$ cat src/hdl/fcs_pkg.sv
// constants and types for the flash command and status host controller
// Notes on behaviour
// - host issues every command cycle as a write, except array and query reads.
// - reset command leaves identification mode or recovers after timeout flag.
// - short program only after bypass entry; bypass exit returns to read.
// - host reads status at the program address or inside an erased sector.
package fcs_pkg;

	localparam int unsigned CLK_MHZ        = 25;
	localparam int unsigned ADDR_W         = 21;
	localparam int unsigned DATA_W         = 16;
	localparam int unsigned STROBE_NS      = 80;
	localparam int unsigned STROBE_CYC     = (STROBE_NS * CLK_MHZ + 999) / 1000;

	// command cycle addresses and data
	localparam logic [ADDR_W-1:0] A_UNLOCK1 = 21'h000555;
	localparam logic [ADDR_W-1:0] A_UNLOCK2 = 21'h0002aa;
	localparam logic [ADDR_W-1:0] A_QUERY   = 21'h000055;
	localparam logic [7:0] D_UNLOCK1   = 8'haa;
	localparam logic [7:0] D_UNLOCK2   = 8'h55;
	localparam logic [7:0] D_RESET     = 8'hf0;
	localparam logic [7:0] D_ID        = 8'h90;
	localparam logic [7:0] D_PROGRAM   = 8'ha0;
	localparam logic [7:0] D_BYP_ENTER = 8'h20;
	localparam logic [7:0] D_BYP_EXIT  = 8'h00;
	localparam logic [7:0] D_ERASE_PRE = 8'h80;
	localparam logic [7:0] D_CHIP_ERS  = 8'h10;
	localparam logic [7:0] D_SECT_ERS  = 8'h30;
	localparam logic [7:0] D_SUSPEND   = 8'hb0;
	localparam logic [7:0] D_RESUME    = 8'h30;
	localparam logic [7:0] D_QUERY     = 8'h98;

	// status bit positions
	localparam int unsigned B_POLL   = 7;
	localparam int unsigned B_TOG1   = 6;
	localparam int unsigned B_TMO    = 5;
	localparam int unsigned B_EWIN   = 3;
	localparam int unsigned B_TOG2   = 2;
	localparam int unsigned SECT_LSB = 12;

	// query answers and index addresses
	localparam logic [ADDR_W-1:0] A_LOCKQ = 21'h000003;
	localparam logic [ADDR_W-1:0] A_PROTQ = 21'h000002;
	localparam logic [7:0] V_LOCKED   = 8'h99;
	localparam logic [7:0] V_UNLOCKED = 8'h19;
	localparam logic [7:0] V_PROT     = 8'h01;
	localparam logic [7:0] V_UNPROT   = 8'h00;

	typedef enum logic [3:0]
	{
		OP_READ    = 4'h0,
		OP_RESET   = 4'h1,
		OP_PROGRAM = 4'h2,
		OP_BYP_ON  = 4'h3,
		OP_BYP_PGM = 4'h4,
		OP_BYP_OFF = 4'h5,
		OP_CHIP_ER = 4'h6,
		OP_SECT_ER = 4'h7,
		OP_SUSPEND = 4'h8,
		OP_RESUME  = 4'h9,
		OP_QUERY   = 4'ha,
		OP_LOCKQ   = 4'hb,
		OP_PROTQ   = 4'hc,
		OP_POLL    = 4'hd
	} fcs_op_t;

	typedef struct packed
	{
		fcs_op_t             op;
		logic [ADDR_W-1:0]   addr;
		logic [DATA_W-1:0]   data;
	} fcs_req_t;

	typedef struct packed
	{
		logic                we;
		logic [ADDR_W-1:0]   addr;
		logic [DATA_W-1:0]   data;
	} fcs_cyc_t;

	typedef struct packed
	{
		logic                busy;
		logic                done;
		logic                fail;
		logic                locked;
		logic                prot;
		logic                suspended;
	} fcs_stat_t;

	localparam logic [3:0] N_ZERO = 4'h0;

endpackage

$ cat src/hdl/fcs_bus_cycle.sv
// one asynchronous flash bus cycle: write or read with strobe timing
`timescale 1ns/1ns
module fcs_bus_cycle
	import fcs_pkg::*;
#(
	parameter int unsigned PULSE = STROBE_CYC
)
(
	// clock and reset
	input  wire logic              ref_clk,
	input  wire logic              arst_n,
	// request side
	input  wire logic              start,
	input  wire fcs_cyc_t          cyc,
	output logic                   done,
	output logic [DATA_W-1:0]      rdata,
	// flash pins
	output logic                   ce_n,
	output logic                   we_n,
	output logic                   oe_n,
	output logic [ADDR_W-1:0]      addr,
	output logic [DATA_W-1:0]      dq_out,
	output logic                   dq_oe_n,
	input  wire logic [DATA_W-1:0] dq_in
);

	typedef enum logic [3:0]
	{
		S_IDLE = 4'b0001,
		S_SET  = 4'b0010,
		S_HOLD = 4'b0100,
		S_END  = 4'b1000
	} fcs_bst_t;

	fcs_bst_t    st_q;
	logic [7:0]  cnt_q;
	logic        last;

	assign last = (cnt_q == 8'(PULSE));

	always_ff @(posedge ref_clk or negedge arst_n)
	begin
		if (!arst_n)
		begin
			st_q    <= S_IDLE;
			cnt_q   <= 8'h00;
			ce_n    <= 1'b1;
			we_n    <= 1'b1;
			oe_n    <= 1'b1;
			addr    <= '0;
			dq_out  <= '0;
			dq_oe_n <= 1'b1;
			done    <= 1'b0;
			rdata   <= '0;
		end
		else
		begin
			done <= 1'b0;
			case (st_q)
				S_IDLE:
				begin
					if (start)
					begin
						// address and data set up before strobes fall
						addr    <= cyc.addr;
						dq_out  <= cyc.data;
						dq_oe_n <= !cyc.we;
						st_q    <= S_SET;
					end
				end
				S_SET:
				begin
					ce_n  <= 1'b0;
					we_n  <= !cyc.we;
					oe_n  <= cyc.we;
					cnt_q <= 8'h00;
					st_q  <= S_HOLD;
				end
				S_HOLD:
				begin
					cnt_q <= cnt_q + 8'h01;
					if (last)
					begin
						// strobes rise together while data is still held
						rdata <= dq_in;
						ce_n  <= 1'b1;
						we_n  <= 1'b1;
						oe_n  <= 1'b1;
						st_q  <= S_END;
					end
				end
				S_END:
				begin
					dq_oe_n <= 1'b1;
					done    <= 1'b1;
					st_q    <= S_IDLE;
				end
				default:
					st_q <= S_IDLE;
			endcase
		end
	end

endmodule

$ cat src/hdl/fcs_host.sv
// host controller that issues flash command sequences and tracks status
`timescale 1ns/1ns
module fcs_host
	import fcs_pkg::*;
#(
	parameter int unsigned POLL_MAX = 200000
)
(
	// clock and reset
	input  wire logic              ref_clk,
	input  wire logic              arst_n,
	// user request
	input  wire logic              req_valid,
	input  wire fcs_req_t          req,
	output logic                   req_ready,
	// user answer
	output logic                   rsp_valid,
	output logic [DATA_W-1:0]      rsp_data,
	output fcs_stat_t              rsp_stat,
	// flash pins
	output logic                   ce_n,
	output logic                   we_n,
	output logic                   oe_n,
	output logic [ADDR_W-1:0]      addr,
	output logic [DATA_W-1:0]      dq_out,
	output logic                   dq_oe_n,
	input  wire logic [DATA_W-1:0] dq_in,
	input  wire logic              ready_busy_n
);

	// ****************************************************************
	// sequence state
	// ****************************************************************
	typedef enum logic [5:0]
	{
		H_IDLE = 6'b000001,
		H_CYC  = 6'b000010,
		H_WAIT = 6'b000100,
		H_POLL = 6'b001000,
		H_PWT  = 6'b010000,
		H_RSP  = 6'b100000
	} fcs_hst_t;

	fcs_hst_t          st_q;
	fcs_req_t          cur_q;
	logic [2:0]        idx_q;
	logic [2:0]        ncyc;
	logic              bypass_q;
	logic              erasing_q;
	logic              susp_q;
	logic              idmode_q;
	logic [DATA_W-1:0] prev_q;
	logic              first_q;
	logic [31:0]       pcnt_q;
	logic              cstart_q;
	fcs_cyc_t          cyc;
	logic              cdone;
	logic [DATA_W-1:0] crd;
	logic              tog1;
	logic              tog2;
	logic              tmo;
	logic              allowed;
	logic              is_poll;

	// cycle count of each command sequence
	function automatic logic [2:0] seq_len(input fcs_op_t op);
		case (op)
			OP_PROGRAM: seq_len = 3'd4;
			OP_BYP_ON:  seq_len = 3'd3;
			OP_BYP_PGM: seq_len = 3'd2;
			OP_BYP_OFF: seq_len = 3'd2;
			OP_CHIP_ER: seq_len = 3'd6;
			OP_SECT_ER: seq_len = 3'd6;
			OP_LOCKQ:   seq_len = 3'd4;
			OP_PROTQ:   seq_len = 3'd4;
			default:    seq_len = 3'd1;
		endcase
	endfunction

	// one bus cycle of a sequence; upper data byte kept zero except in program data cycles, address fixed except in target address cycles
	function automatic fcs_cyc_t cyc_of(input fcs_req_t r, input logic [2:0] i);
		fcs_cyc_t c;
		c.we   = 1'b1;
		c.addr = A_UNLOCK1;
		c.data = {8'h00, D_UNLOCK1};
		if (r.op == OP_READ || r.op == OP_POLL)
		begin
			// plain read, no unlock cycles in front of it
			c.we   = 1'b0;
			c.addr = r.addr;
		end
		else if (r.op == OP_RESET || r.op == OP_SUSPEND || r.op == OP_RESUME)
		begin
			c.addr = r.addr;
			c.data = {8'h00, (r.op == OP_RESET) ? D_RESET :
				(r.op == OP_SUSPEND) ? D_SUSPEND : D_RESUME};
		end
		else if (r.op == OP_QUERY)
		begin
			c.addr = A_QUERY;
			c.data = {8'h00, D_QUERY};
		end
		else if (r.op == OP_BYP_PGM || r.op == OP_BYP_OFF)
		begin
			c.addr = (i == 3'd1 && r.op == OP_BYP_PGM) ? r.addr : '0;
			c.data = (i == 3'd1) ? ((r.op == OP_BYP_PGM) ? r.data : '0) :
				{8'h00, (r.op == OP_BYP_PGM) ? D_PROGRAM : D_ID};
		end
		else if (i == 3'd1 || i == 3'd4)
		begin
			c.addr = A_UNLOCK2;
			c.data = {8'h00, D_UNLOCK2};
		end
		else if (i == 3'd2)
		begin
			c.data = {8'h00, (r.op == OP_PROGRAM) ? D_PROGRAM :
				(r.op == OP_BYP_ON) ? D_BYP_ENTER :
				(r.op == OP_CHIP_ER || r.op == OP_SECT_ER) ? D_ERASE_PRE : D_ID};
		end
		else if (i == 3'd3)
		begin
			// fourth query cycle is a read; only the protect query picks the sector by address bits
			c.we   = !(r.op == OP_LOCKQ || r.op == OP_PROTQ);
			c.addr = (r.op == OP_PROTQ) ?
				{r.addr[ADDR_W-1:SECT_LSB], A_PROTQ[SECT_LSB-1:0]} :
				(r.op == OP_LOCKQ) ? A_LOCKQ : (r.op == OP_PROGRAM) ? r.addr : A_UNLOCK1;
			c.data = (r.op == OP_PROGRAM) ? r.data : {8'h00, D_UNLOCK1};
		end
		else if (i == 3'd5)
		begin
			c.addr = (r.op == OP_SECT_ER) ? {r.addr[ADDR_W-1:SECT_LSB], 12'h000} : A_UNLOCK1;
			c.data = {8'h00, (r.op == OP_SECT_ER) ? D_SECT_ERS : D_CHIP_ERS};
		end
		return c;
	endfunction

	assign ncyc    = seq_len(cur_q.op);
	assign cyc     = is_poll ? fcs_cyc_t'{we: 1'b0, addr: cur_q.addr, data: '0} :
		cyc_of(cur_q, idx_q);
	assign is_poll = (st_q == H_POLL) || (st_q == H_PWT);
	assign tog1    = crd[B_TOG1] != prev_q[B_TOG1];
	assign tog2    = crd[B_TOG2] != prev_q[B_TOG2];
	assign tmo     = crd[B_TMO];

	// commands gated by tracked device mode
	assign allowed = (req.op == OP_BYP_PGM) ? bypass_q :
		(req.op == OP_SUSPEND) ? (erasing_q && !susp_q) :
		(req.op == OP_RESUME) ? susp_q :
		(req.op == OP_QUERY) ? (idmode_q || (ready_busy_n && !bypass_q)) : 1'b1;

	// ****************************************************************
	// bus cycle engine
	// ****************************************************************
	fcs_bus_cycle u_cyc
	(
		.ref_clk (ref_clk),
		.arst_n  (arst_n),
		.start   (cstart_q),
		.cyc     (cyc),
		.done    (cdone),
		.rdata   (crd),
		.ce_n    (ce_n),
		.we_n    (we_n),
		.oe_n    (oe_n),
		.addr    (addr),
		.dq_out  (dq_out),
		.dq_oe_n (dq_oe_n),
		.dq_in   (dq_in)
	);

	// ****************************************************************
	// sequencer
	// ****************************************************************
	always_ff @(posedge ref_clk or negedge arst_n)
	begin
		if (!arst_n)
		begin
			st_q      <= H_IDLE;
			cur_q     <= '0;
			idx_q     <= 3'd0;
			bypass_q  <= 1'b0;
			erasing_q <= 1'b0;
			susp_q    <= 1'b0;
			idmode_q  <= 1'b0;
			prev_q    <= '0;
			first_q   <= 1'b0;
			pcnt_q    <= '0;
			cstart_q  <= 1'b0;
			req_ready <= 1'b0;
			rsp_valid <= 1'b0;
			rsp_data  <= '0;
			rsp_stat  <= '0;
		end
		else
		begin
			cstart_q  <= 1'b0;
			rsp_valid <= 1'b0;
			req_ready <= (st_q == H_IDLE) && !req_valid;
			case (st_q)
				H_IDLE:
				begin
					if (req_valid && req_ready)
					begin
						req_ready <= 1'b0;
						cur_q     <= req;
						idx_q     <= 3'd0;
						if (allowed)
						begin
							cstart_q <= 1'b1;
							st_q     <= H_CYC;
						end
						else
						begin
							rsp_stat.fail <= 1'b1;
							st_q          <= H_RSP;
						end
					end
				end
				H_CYC:
					st_q <= H_WAIT;
				H_WAIT:
				begin
					if (cdone)
					begin
						if (idx_q + 3'd1 < ncyc)
						begin
							idx_q    <= idx_q + 3'd1;
							cstart_q <= 1'b1;
							st_q     <= H_CYC;
						end
						else
						begin
							rsp_data <= crd;
							rsp_stat <= '0;
							case (cur_q.op)
								OP_RESET:
								begin
									// reset command leaves id mode or a timeout
									idmode_q <= 1'b0;
								end
								OP_BYP_ON:  bypass_q <= 1'b1;
								OP_BYP_OFF: bypass_q <= 1'b0;
								OP_LOCKQ:   rsp_stat.locked <= (crd[7:0] == V_LOCKED);
								OP_PROTQ:   rsp_stat.prot <= (crd[7:0] == V_PROT);
								OP_SUSPEND: susp_q <= 1'b1;
								OP_RESUME:  susp_q <= 1'b0;
								default:    ;
							endcase
							if (cur_q.op == OP_LOCKQ || cur_q.op == OP_PROTQ)
								idmode_q <= 1'b1;
							if (cur_q.op == OP_CHIP_ER || cur_q.op == OP_SECT_ER)
								erasing_q <= 1'b1;
							// program and erase go on to status polling
							if (cur_q.op == OP_PROGRAM || cur_q.op == OP_BYP_PGM ||
								cur_q.op == OP_CHIP_ER || cur_q.op == OP_SECT_ER ||
								cur_q.op == OP_POLL || cur_q.op == OP_SUSPEND)
							begin
								first_q  <= 1'b1;
								pcnt_q   <= '0;
								cstart_q <= 1'b1;
								st_q     <= H_POLL;
							end
							else
								st_q <= H_RSP;
						end
					end
				end
				H_POLL:
					st_q <= H_PWT;
				H_PWT:
				begin
					if (cdone)
					begin
						// poll at the program address or inside the erased sector
						prev_q  <= crd;
						first_q <= 1'b0;
						pcnt_q  <= pcnt_q + 32'd1;
						if (!first_q && !tog1)
						begin
							// toggle stopped: done or suspended
							// one more read gives fully valid data
							rsp_stat.done      <= 1'b1;
							rsp_stat.suspended <= susp_q && crd[B_POLL];
							rsp_stat.fail      <= 1'b0;
							rsp_stat.busy      <= !ready_busy_n;
							if (!susp_q)
								erasing_q <= 1'b0;
							st_q <= H_RSP;
						end
						else if ((!first_q && tmo && prev_q[B_TMO]) || pcnt_q == POLL_MAX)
						begin
							// timeout flag on two toggling reads: failed
							// a single high bit may be array data just after completion
							rsp_stat.fail <= 1'b1;
							rsp_stat.done <= 1'b0;
							erasing_q     <= susp_q;
							st_q          <= H_RSP;
						end
						else
						begin
							// still toggling: busy is reported and another status read starts
							rsp_stat.busy <= 1'b1;
							cstart_q      <= 1'b1;
							st_q          <= H_POLL;
						end
						rsp_data <= crd;
					end
				end
				H_RSP:
				begin
					// protected-target busy windows end like normal completion
					rsp_valid <= 1'b1;
					st_q      <= H_IDLE;
				end
				default:
					st_q <= H_IDLE;
			endcase
		end
	end

endmodule

$ cat config.mk
export PLATFORM = sky130hd
export DESIGN_NAME = fcs_host
export DESIGN_NICKNAME = d
export VERILOG_FILES = /design/src/hdl/fcs_pkg.sv /design/src/hdl/fcs_bus_cycle.sv /design/src/hdl/fcs_host.sv
export SDC_FILE = /design/constraint.sdc
export NUM_CORES = 1
export LEC_CHECK = 0
export BUFFER_PORTS_ARGS = -buffer_cell sky130_fd_sc_hd__buf_2
export CAP_MARGIN = 5
export CORE_MARGIN = 1
export CORE_UTILIZATION = 30
export DETAILED_ROUTE_END_ITERATION = 8
export GPL_ROUTABILITY_DRIVEN = 0
export PLACE_DENSITY_LB_ADDON = 0.12
export SLEW_MARGIN = 20
export SYNTH_ARGS = -nofsm -noshare
export SYNTH_HDL_FRONTEND = slang
export SYNTH_SLANG_ARGS = --single-unit
$ cat constraint.sdc
create_clock -name ref_clk -period 4.6 [get_ports ref_clk]
set_clock_uncertainty 0.15 [all_clocks]
set_input_delay 0.92 -clock ref_clk [delete_from_list [all_inputs] [get_ports ref_clk]]
set_output_delay 0.92 -clock ref_clk [all_outputs]
set_load 0.05 [all_outputs]
==> metrics.cfg, run 1 <==
[cells_and_area]
area_delta_synth_final_pct = 16.8
n_fill_cell = 3258
most-common-layout-cells = 178 x dfrtp_1, 124 x buf_2, 79 x o21ai_0, 75 x mux2_2, 54 x nand2_1
drive_above_1_share_pct = 27.4
final_common_cell = dfrtp_1
nets = 1093

[floorplan]
rows = 65
core_mm2 = 0.0318
start_util_pct = 30.7
chipHeight_um = 182
die_x_um = 182
die-area_mm2 = 0.0333
num_io_pins = 126

[drt]
vias = 7583
detail_route.iter0.violations = 384
routed_via_density = 5.15
ant_nets = 0
wirelength_mm = 26.0
dr.pass1.iters = 5
wl_per_cell_um = 17.7
drc = 0

[synthesis]
ys_async_sr_fraction_pct = 100
ys.flop_type = dfrtp_1
synth.yosys.warnings = 0
syn_area_mm2 = 0.00976
syn_avg_cell_area_um2 = 10.6
synth-edff-count = 0
synth_fp_nets = 997
ys_ff_latch = 184
ys_types = 81
synth_seq_area_share_pct = 47.2
syn_inst = 925

[global_routing]
grt.total_usage_pct = 16.3
met3_usage_pct = 4.93
grt_first_pass_wirelength_mm = 42.5
antenna_found_initial = 6
busiest_layer = met2
grt_max_degree = 96
met1_usage_pct = 23.5
grt_pass1_vias = 7559
gr-total-overflow = 0
grt_use_met2_pct = 23.6

[clocking]
post-cts-setup-buffers = 0
numCtsBuffers = 17
postCtsResizedCells = 0
cts_tree = done
cts_buffer_depth = 2
cts-root-buf = clkbuf_16
path_clk_slew_ns = 0.08
cts_htree_levels = 4
clk_latency_ns = 0.45
clock-sinks = 184
hold_buffers = 0

[timing]
finalHoldViolations = 0
relSlewSlack_pct = 39.5
fin_crit_sh_pct = 72.7
period_needed_ns = 3.34
setup_viol = 0
finalHoldWorstSlack_ns = 0.326
tightestPinTransition_ns = 0.908
rsz0062_at_grt = no
finalMaxSlewViolations = 0
timing.setup.tns_ns = 0
fmax_ghz = 0.299

[job]
cap_violations = 0

[power]
power_density_mw_per_mm2 = 549
irDropWorstVdd_v = 0.000295
p_leak_nw = 4.92

[critical_path]
r2r_setup_slack_ns = 1.26
worstPathMaxFanout = 36
cp-start-kind = flip-flop
reg2regPathDepth = 11
cp_data_required_time_ns = 4.79
arrival_ns = 3.54
worstReg2RegStart = cur_q[39]
endpoint_kind = flip-flop
timing.rr.end = rsp_stat[3]
crit_type = flip-flop to flip-flop

[place]
hpwl_mm = 17.7
port_buffers = 125

[hold_path]
min-delay-start = cur_q[12]
hold_path_class = flip-flop to flip-flop
min_delay_path_depth = 1
min_to = u_cyc.dq_out[12]

[outcome]
status = complete, no violations

-- per-stage QoR --
step	utilization (%)	worst slack [ns]	cell area [um2]	power [mW]	std cells
finish	35.8	1.26	11400	6.26	1471
global route	35.8	0.931	11400	6.66	1469
CTS	35.8	1.25	11400	6.35	1469
detailed placement	34.0	1.27	10800	4.79	1437
global placement	34.0	1.32	10800	4.78	1437
floorplan	-	1.25	9760	4.08	925
-- logic make-up (layout without fill, tap and decap cells) --
kind of cell / count (synthesis) / after routing / share of synthesized area, %
DFF: 184 / 184 / 47.2
xor gates and xnor gates: 4 / 4 / 0.551
adders and majority gates: 11 / 11 / 1.41
buffers and inverters: 90 / 199 / 4.20
muxes: 115 / 115 / 12.8
AOI/OAI and AO/OA: 273 / 273 / 19.5
other: 0 / 2 / 0
and+or+nand+nor: 248 / 248 / 14.4
-- worst max-delay path, cell delays in order (launching register included) --
cell and delay, ns:
dfrtp_1 0.55, buf_4 0.30, nand4bb_1 0.13, o21ai_0 0.13
a21oi_1 0.07, ha_1 0.33, a31o_2 0.28, o31a_1 0.18
nor4_4 0.22, buf_4 0.40, nor3_1 0.13, o41ai_1 0.36
-- state kept, by name (all words and copies together) (netlist names), 2 cells and up --
name,cells
cur_q,41
pcnt_q,32
u_cyc.addr,21
rsp_data,16
u_cyc.dq_out,16
u_cyc.rdata,16
u_cyc.cnt_q,8
rsp_stat,6
st_q,6
u_cyc.st_q,4
idx_q,3
prev_q,2
-- layer usage --
| metal | part of all wire [%] | wire, um |
|---|---|---|
| met2 | 43 | 11200 |
| met3 | 5.3 | 1370 |
| met4 | 0.90 | 234 |
| met1 | 51 | 13200 |
| met5 | 0.16 | 42 |
-- Yosys cell counts (6+ instances only) --
| cell type | number | share of area (%) |
|---|---|---|
| a211oi_1 | 22 | 1.7 |
| nand4_1 | 18 | 1.2 |
| nor3b_1 | 7 | 0.54 |
| a21oi_1 | 31 | 1.6 |
| inv_1 | 24 | 0.92 |
| nand3b_1 | 6 | 0.46 |
| nor4_1 | 8 | 0.51 |
| nand2b_1 | 9 | 0.58 |
| dfrtp_1 | 178 | 46 |
| dfstp_2 | 6 | 1.6 |
| nor2b_1 | 7 | 0.45 |
| a31oi_1 | 7 | 0.45 |
| a2111oi_0 | 10 | 0.90 |
| nor3_1 | 13 | 0.67 |
| ha_1 | 11 | 1.4 |
| o21ai_0 | 79 | 4.1 |
| mux2_2 | 75 | 8.7 |
| buf_2 | 23 | 1.2 |
| nand2_1 | 54 | 2.1 |
| o211ai_1 | 9 | 0.69 |
| a22o_1 | 20 | 1.8 |
| and3_1 | 13 | 0.83 |
| nor2_1 | 32 | 1.2 |
| nand3_1 | 40 | 2.1 |
| o21a_1 | 7 | 0.54 |
| mux2i_1 | 39 | 4.0 |
| clkbuf_1 | 36 | 1.4 |
| o21bai_1 | 29 | 2.2 |
-- worst max-delay path by stage --
stage                   start           to  slack, ns  cells after the start
floorplan           cur_q[39]  rsp_data[2]       1.25                     11
global placement    cur_q[39]   pcnt_q[28]       1.32                     11
detailed placement  cur_q[39]  rsp_stat[3]       1.27                     11
CTS                 cur_q[39]  rsp_stat[3]       1.25                     11
global route        cur_q[39]  rsp_stat[3]       0.93                     11
finish              cur_q[39]  rsp_stat[3]       1.26                     11
-- where the power goes --
| group | total (mW) | switching, mW | internal [mW] |
|---|---|---|---|
| logic | 2.52 | 1.70 | 0.820 |
| registers | 2.22 | 0.245 | 1.97 |
| clock network | 1.52 | 0.734 | 0.788 |
| total | 6.26 | 2.68 | 3.58 |
-- final cells by class --
cell class,instances,area [um2],area share (%)
flip-flops and latches,184,4610,40.5
inverters,24,90.1,0.790
repair buffers,143,795,6.97
multi-input cells,651,4760,41.7
clock inverters,14,154,1.35
diodes,2,5.00,0.0439
well taps,435,544,4.78
clock buffers,18,439,3.85
Note: power is estimated with default switching activity, not from simulation.
==> run 2, diff against run 1 <==
- ABC_AREA: unset -> 1
- clock period: 4.6 -> 3.2 ns (I/O delays scaled with it)
==> run 2 against run 1 <==
Register-to-register slack got worse by 0.61 ns. Design area decreased by 1.6%. Count of clock-buffer cells in the layout up 1. Critical path type unchanged. Largest cell class is now registers. Highest routed layer is now met4.
==> metrics.cfg, run 2 <==
[outcome]
status = complete, no violations

[synthesis]
ys_async_sr_fraction_pct = 100
ys.flop_type = dfrtp_1
synth_top_area_share_pct = 46.8
synth_fp_nets = 1305
yosysMostFrequentCell = nand2_1
synth.yosys.warnings = 0
synth_seq_area_share_pct = 48.5
syn_avg_cell_area_um2 = 7.72
syn_area_mm2 = 0.00952
ys_ff_latch = 184
syn_inst = 1233
ys_top_cells_by_count = 364 x nand2_1, 178 x dfrtp_1, 150 x nor2_1
ys_types = 44
yosys.area.top_type = dfrtp_1
netlist_top_cells_area = dfrtp_1 47%, nand2_1 14%, nor2_1 5.9%, inv_1 5.2%, o21ai_0 4.4%
synth-edff-count = 0

[clocking]
hold_buffers = 0
cts_tree = done
path_clk_slew_ns = 0.07
clock-sinks = 184
post-cts-setup-buffers = 0
postCtsResizedCells = 0
cts_buffer_depth = 2
clk_latency_ns = 0.44
cts_htree_levels = 4
numCtsBuffers = 17
cts-root-buf = clkbuf_16

[floorplan]
core_mm2 = 0.0309
num_io_pins = 126
die-area_mm2 = 0.0324
start_util_pct = 30.8
die_x_um = 180
chipHeight_um = 180
rows = 64

[critical_path]
crit_start = cur_q[38]
worstReg2RegStart = cur_q[38]
timing.rr.end = pcnt_q[24]
r2r_setup_slack_ns = 0.64
crit_type = flip-flop to flip-flop
endpoint_kind = flip-flop
cp_data_required_time_ns = 3.42
worstPathMaxFanout = 37
cp-start-kind = flip-flop
reg2regPathDepth = 13
arrival_ns = 2.77
crit_end = pcnt_q[24]

[cells_and_area]
fin_area_mm2 = 0.0112
most-common-layout-cells = 364 x nand2_1, 178 x dfrtp_1, 150 x nor2_1, 131 x inv_1, 124 x buf_2
diodes = 0
reg_top3 = cur_q: 41 flops, pcnt_q: 32 flops, u_cyc.addr: 21 flops
regMostFlops = cur_q
final_core_util_pct = 36.3
area_delta_synth_final_pct = 17.8
final_common_cell = nand2_1
drive_above_1_share_pct = 16.9
nets = 1435
largest_reg_flops = 41

[global_routing]
grt_first_pass_wirelength_mm = 44.9
grt_pass1_vias = 8227
antenna_found_initial = 0
grt.total_usage_pct = 17.4
grt_max_degree = 69
gr-total-overflow = 0

[drt]
wl_per_cell_um = 15.2
detail_route.iter0.violations = 461
vias = 8335
ant_nets = 0
wirelength_mm = 26.9
routed_via_density = 4.71
dr.pass1.iters = 6
drc = 0

[timing]
fin_crit_sh_pct = 79.9
tightestPinTransition_ns = 0.811
worst_slack_ns = 0.643
period_needed_ns = 2.56
relSlewSlack_pct = 45.6
setup_viol = 0
finalHoldWorstSlack_ns = 0.0563
fmax_ghz = 0.391
finalMaxSlewViolations = 0
finalHoldViolations = 0
rsz0062_at_grt = no
timing.setup.tns_ns = 0

[hold_path]
hold_path_class = input pin to asynchronous set/reset pin

[place]
hpwl_mm = 19.9
pre_cts_ws_ns = 0.618
port_buffers = 125
dpl_cell_area_mm2 = 0.0106

[power]
p_leak_nw = 5.61
power_density_mw_per_mm2 = 777
irDropWorstVdd_v = 0.000449

[job]
cap_violations = 0

## run 2: cell types whose count changed after synthesis, sizes merged, moves of 13 or more
cell	change
and3	-13
nor2	+127
o21ai	+30
nand3	+36
a22o	-20
a211oi	-22
clkbuf	-27
nand2	+315
a21oi	+20
inv	+113
mux2i	-36
o21bai	-29
mux2	-56
## run 2: worst min path at each step
stage	start	end	slack, ns	cells after the start
floorplan	arst_n	bypass_q	0.19	0
global placement	cstart_q	u_cyc.st_q[0]	0.26	1
detailed placement	cstart_q	u_cyc.st_q[0]	0.26	1
CTS	arst_n	pcnt_q[12]	0.07	1
global route	arst_n	pcnt_q[21]	0.10	1
finish	arst_n	pcnt_q[12]	0.06	1
## run 2: metrics by stage
step                      total power [mW]  instances
final                                 8.71       1771
after global routing                  9.33       1771
after CTS                             8.84       1771
after detailed placement              6.68       1740
after global placement                6.67       1740
after floorplan                       5.71       1233
## run 2: metal layers
metal | share of wire (%) | GRT usage, % | vias up
met1 | 51 | 25.3 | 3928
met3 | 3.9 | 3.01 | 25
met2 | 43 | 26.3 | 167
li1 | - | - | 4215
met5 | 0 | 0 | -
met4 | 1.4 | 5.23 | 0
## run 2: cell families (layout without fill, tap and decap cells)
group	count (synthesis)	in the layout	synth area share (%)
DFF	184	184	48.5
xor gates and xnor gates	17	17	1.56
muxes	23	23	2.68
adders and majority gates	11	11	1.45
and+or+nand+nor	648	648	28.6
AOI/OAI and AO/OA	184	184	10.3
buffers and inverters	166	308	7.05
## run 2: area by class of cell
type | instances | area, um2
tap | 396 | 495
clock buffer | 19 | 453
clock inverter | 12 | 116
inverter | 138 | 520
multi-input combinational | 883 | 4240
fill | 3280 | 19700
sequential | 184 | 4610
timing repair buffer | 139 | 777
## run 2: where the power goes
| part | leakage, nW | internal, mW | switching (mW) |
|---|---|---|---|
| registers | 2.31 | 2.88 | 0.323 |
| logic | 3.02 | 0.936 | 2.48 |
| clock network | 0.277 | 1.12 | 0.978 |
## run 2: worst max-delay path, cell delays in order (launching register included)
cell     delay, ns
dfrtp_1       0.46
inv_2         0.12
nand2_2       0.09
o21ai_0       0.24
nor2_1        0.07
ha_1          0.29
nand2_1       0.05
inv_1         0.04
nand2_1       0.07
nand3_2       0.14
nand2_2       0.13
nor2_8        0.41
nand2_1       0.10
o21ai_1       0.09
==> run 3, diff against run 2 <==
- clock period: 3.2 -> 2.5 ns (I/O delays scaled with it)
==> run 3 against run 2 <==
Flip-flop and latch count stayed put. Die area stayed put. Sequential power is 27% higher. Setup slack worse by 0.54 ns. First-iteration DRC count is 44% higher. Total power is 37% higher. Fmax is 6.6% higher. Combinational power is 44% higher. Count of clock-buffer cells in the layout is 1 higher. Clock power is 42% higher. Hold slack better by 0.043 ns. Critical endpoint is now pcnt_q[23]. Highest routed layer unchanged.
==> metrics.cfg, run 3 (same netlist as run 2, synthesis figures left out) <==
[outcome]
status = complete, no violations

[cells_and_area]
diodes = 0
most-common-layout-cells = 362 x nand2_1, 177 x dfrtp_1, 147 x nor2_1, 131 x inv_1, 124 x buf_2
reg_top3 = cur_q: 41 flops, pcnt_q: 32 flops, u_cyc.addr: 21 flops
nets = 1480
largest_reg_flops = 41
drive_above_1_share_pct = 20.0
final_common_cell = nand2_1
regArea_mm2 = 0.00461
regMostFlops = cur_q
multi_input_area_mm2 = 0.00430
fin_area_mm2 = 0.0118
n_fill_cell = 3295
area_delta_synth_final_pct = 24.1

[global_routing]
grt_use_met2_pct = 25.7
grt_first_pass_wirelength_mm = 44.9
grt_max_degree = 64
gr-total-overflow = 0
met3_usage_pct = 3.98
grt_pass1_vias = 8331
met1_usage_pct = 25.8
grt.total_usage_pct = 17.5
antenna_found_initial = 1
busiest_layer = met1

[place]
port_buffers = 125
hpwl_mm = 20.5
pre_cts_ws_ns = 0.0868
dpl_cell_area_mm2 = 0.0110

[timing]
finalHoldViolations = 0
finalMaxSlewViolations = 0
fin_crit_sh_pct = 96.0
rsz0062_at_grt = yes
period_needed_ns = 2.40
fmax_ghz = 0.417
relSlewSlack_pct = 67.7
worst_slack_ns = 0.101
tightestPinTransition_ns = 0.482
setup_viol = 0

[drt]
wl_per_cell_um = 15.5
routed_via_density = 4.69
ant_nets = 0
drc = 0
dr.pass1.iters = 5
wirelength_mm = 28.2
detail_route.iter0.violations = 664
vias = 8518

[critical_path]
cp_common_cell = ha_1
crit_start = idx_q[1]
cp-start-kind = flip-flop
cp_slowest_cell = dfrtp_1
cp_data_required_time_ns = 2.71
endpoint_kind = flip-flop
crit_type = flip-flop to flip-flop
worstPathMaxFanout = 6
crit_family = adder cells
critical_path.cell_chain = ha_1 > ha_1 > inv_1 > ha_4 > buf_4 > a21oi_4 > nand3_4 > buf_6 > nand4_4 > clkbuf_16 > nand2_1 > o21ai_1
arrival_ns = 2.61
slowest_delay_ns = 0.40
worstReg2RegStart = idx_q[1]
path_buf_inv = 4

[floorplan]
start_util_pct = 30.8
chipHeight_um = 180
die-area_mm2 = 0.0324
rows = 64
core_mm2 = 0.0309
num_io_pins = 126
die_x_um = 180

[job]
cap_violations = 0

[hold_path]
hold_path_class = input pin to flip-flop
min-delay-start = req_valid

[clocking]
cts_buffer_depth = 2
cts_tree = done
cts_htree_levels = 4
clk_latency_ns = 0.45
path_clk_slew_ns = 0.07
cts-root-buf = clkbuf_16
numCtsBuffers = 17
clock-sinks = 184

[power]
irDropWorstVdd_v = 0.000535
p_leak_nw = 5.91
power_density_mw_per_mm2 = 1010

==> run 3: layer usage <==
metal  up-vias  share of wire, %
li1       4292                 -
met1      3999                51
met2       204                43
met3        23               5.3
met4         0               1.1
met5         -                 0
==> run 3: worst paths after layout <==
path,cells past startpoint,endpoint,slack (ns)
max,12,pcnt_q[23],0.10
min,2,req_ready,0.1
max reg2reg,12,pcnt_q[23],0.10
min reg2reg,1,u_cyc.st_q[0],0.29
max in group asynchronous,3,u_cyc.dq_oe_n,1.08
min in group asynchronous,2,pcnt_q[12],0.43
==> run 3: repair_timing <==
item                                    4_1_cts  5_1_grt
endpoints found under the hold margin        47        0
hold buffers                                  1        0
endpoints found under the setup margin        0       60
buffers inserted                              0        7
resized for setup                             0       17
==> run 3: worst register-to-register path, delay by kind of cell (launching register included) <==
kind,cells,cell delay (ns)
AO/OA/AOI/OAI,2,0.25
adder cells (fa/ha/maj),3,0.66
buffers and inverters,4,0.58
flip-flops,1,0.40
AND/OR/NAND/NOR,3,0.30
==> run 3: final cells by class <==
| type | count | area share, % |
|---|---|---|
| Clock buffer | 20 | 3.78 |
| Clock inverter | 12 | 1.60 |
| Inverter | 138 | 4.41 |
| Multi-Input combinational cell | 883 | 36.4 |
| Sequential cell | 184 | 39.1 |
| Tap cell | 396 | 4.19 |
| Timing Repair Buffer | 184 | 10.5 |
==> run 3: report_power, final <==
part / internal [mW] / switching (mW)
Sequential: 3.68 / 0.388
Combinational: 1.54 / 3.37
Clock: 1.72 / 1.26
==> run 3: through the flow <==
| stage | utilization (%) | power, mW | hold WS (ns) | std cells | setup TNS [ns] |
|---|---|---|---|---|---|
| 6_report | 38.2 | 12.0 | 0.0990 | 1817 | 0 |
| 5_1_grt | 38.2 | 12.7 | 0.0923 | 1817 | -0.0465 |
| 4_1_cts | 37.5 | 11.9 | 0.0789 | 1806 | 0 |
| 3_5_place_dp | 35.4 | 8.83 | 0.265 | 1773 | 0 |
| 3_3_place_gp | 35.4 | 8.81 | 0.278 | 1773 | 0 |
| 2_1_floorplan | - | 7.31 | 0.0544 | 1233 | 0 |
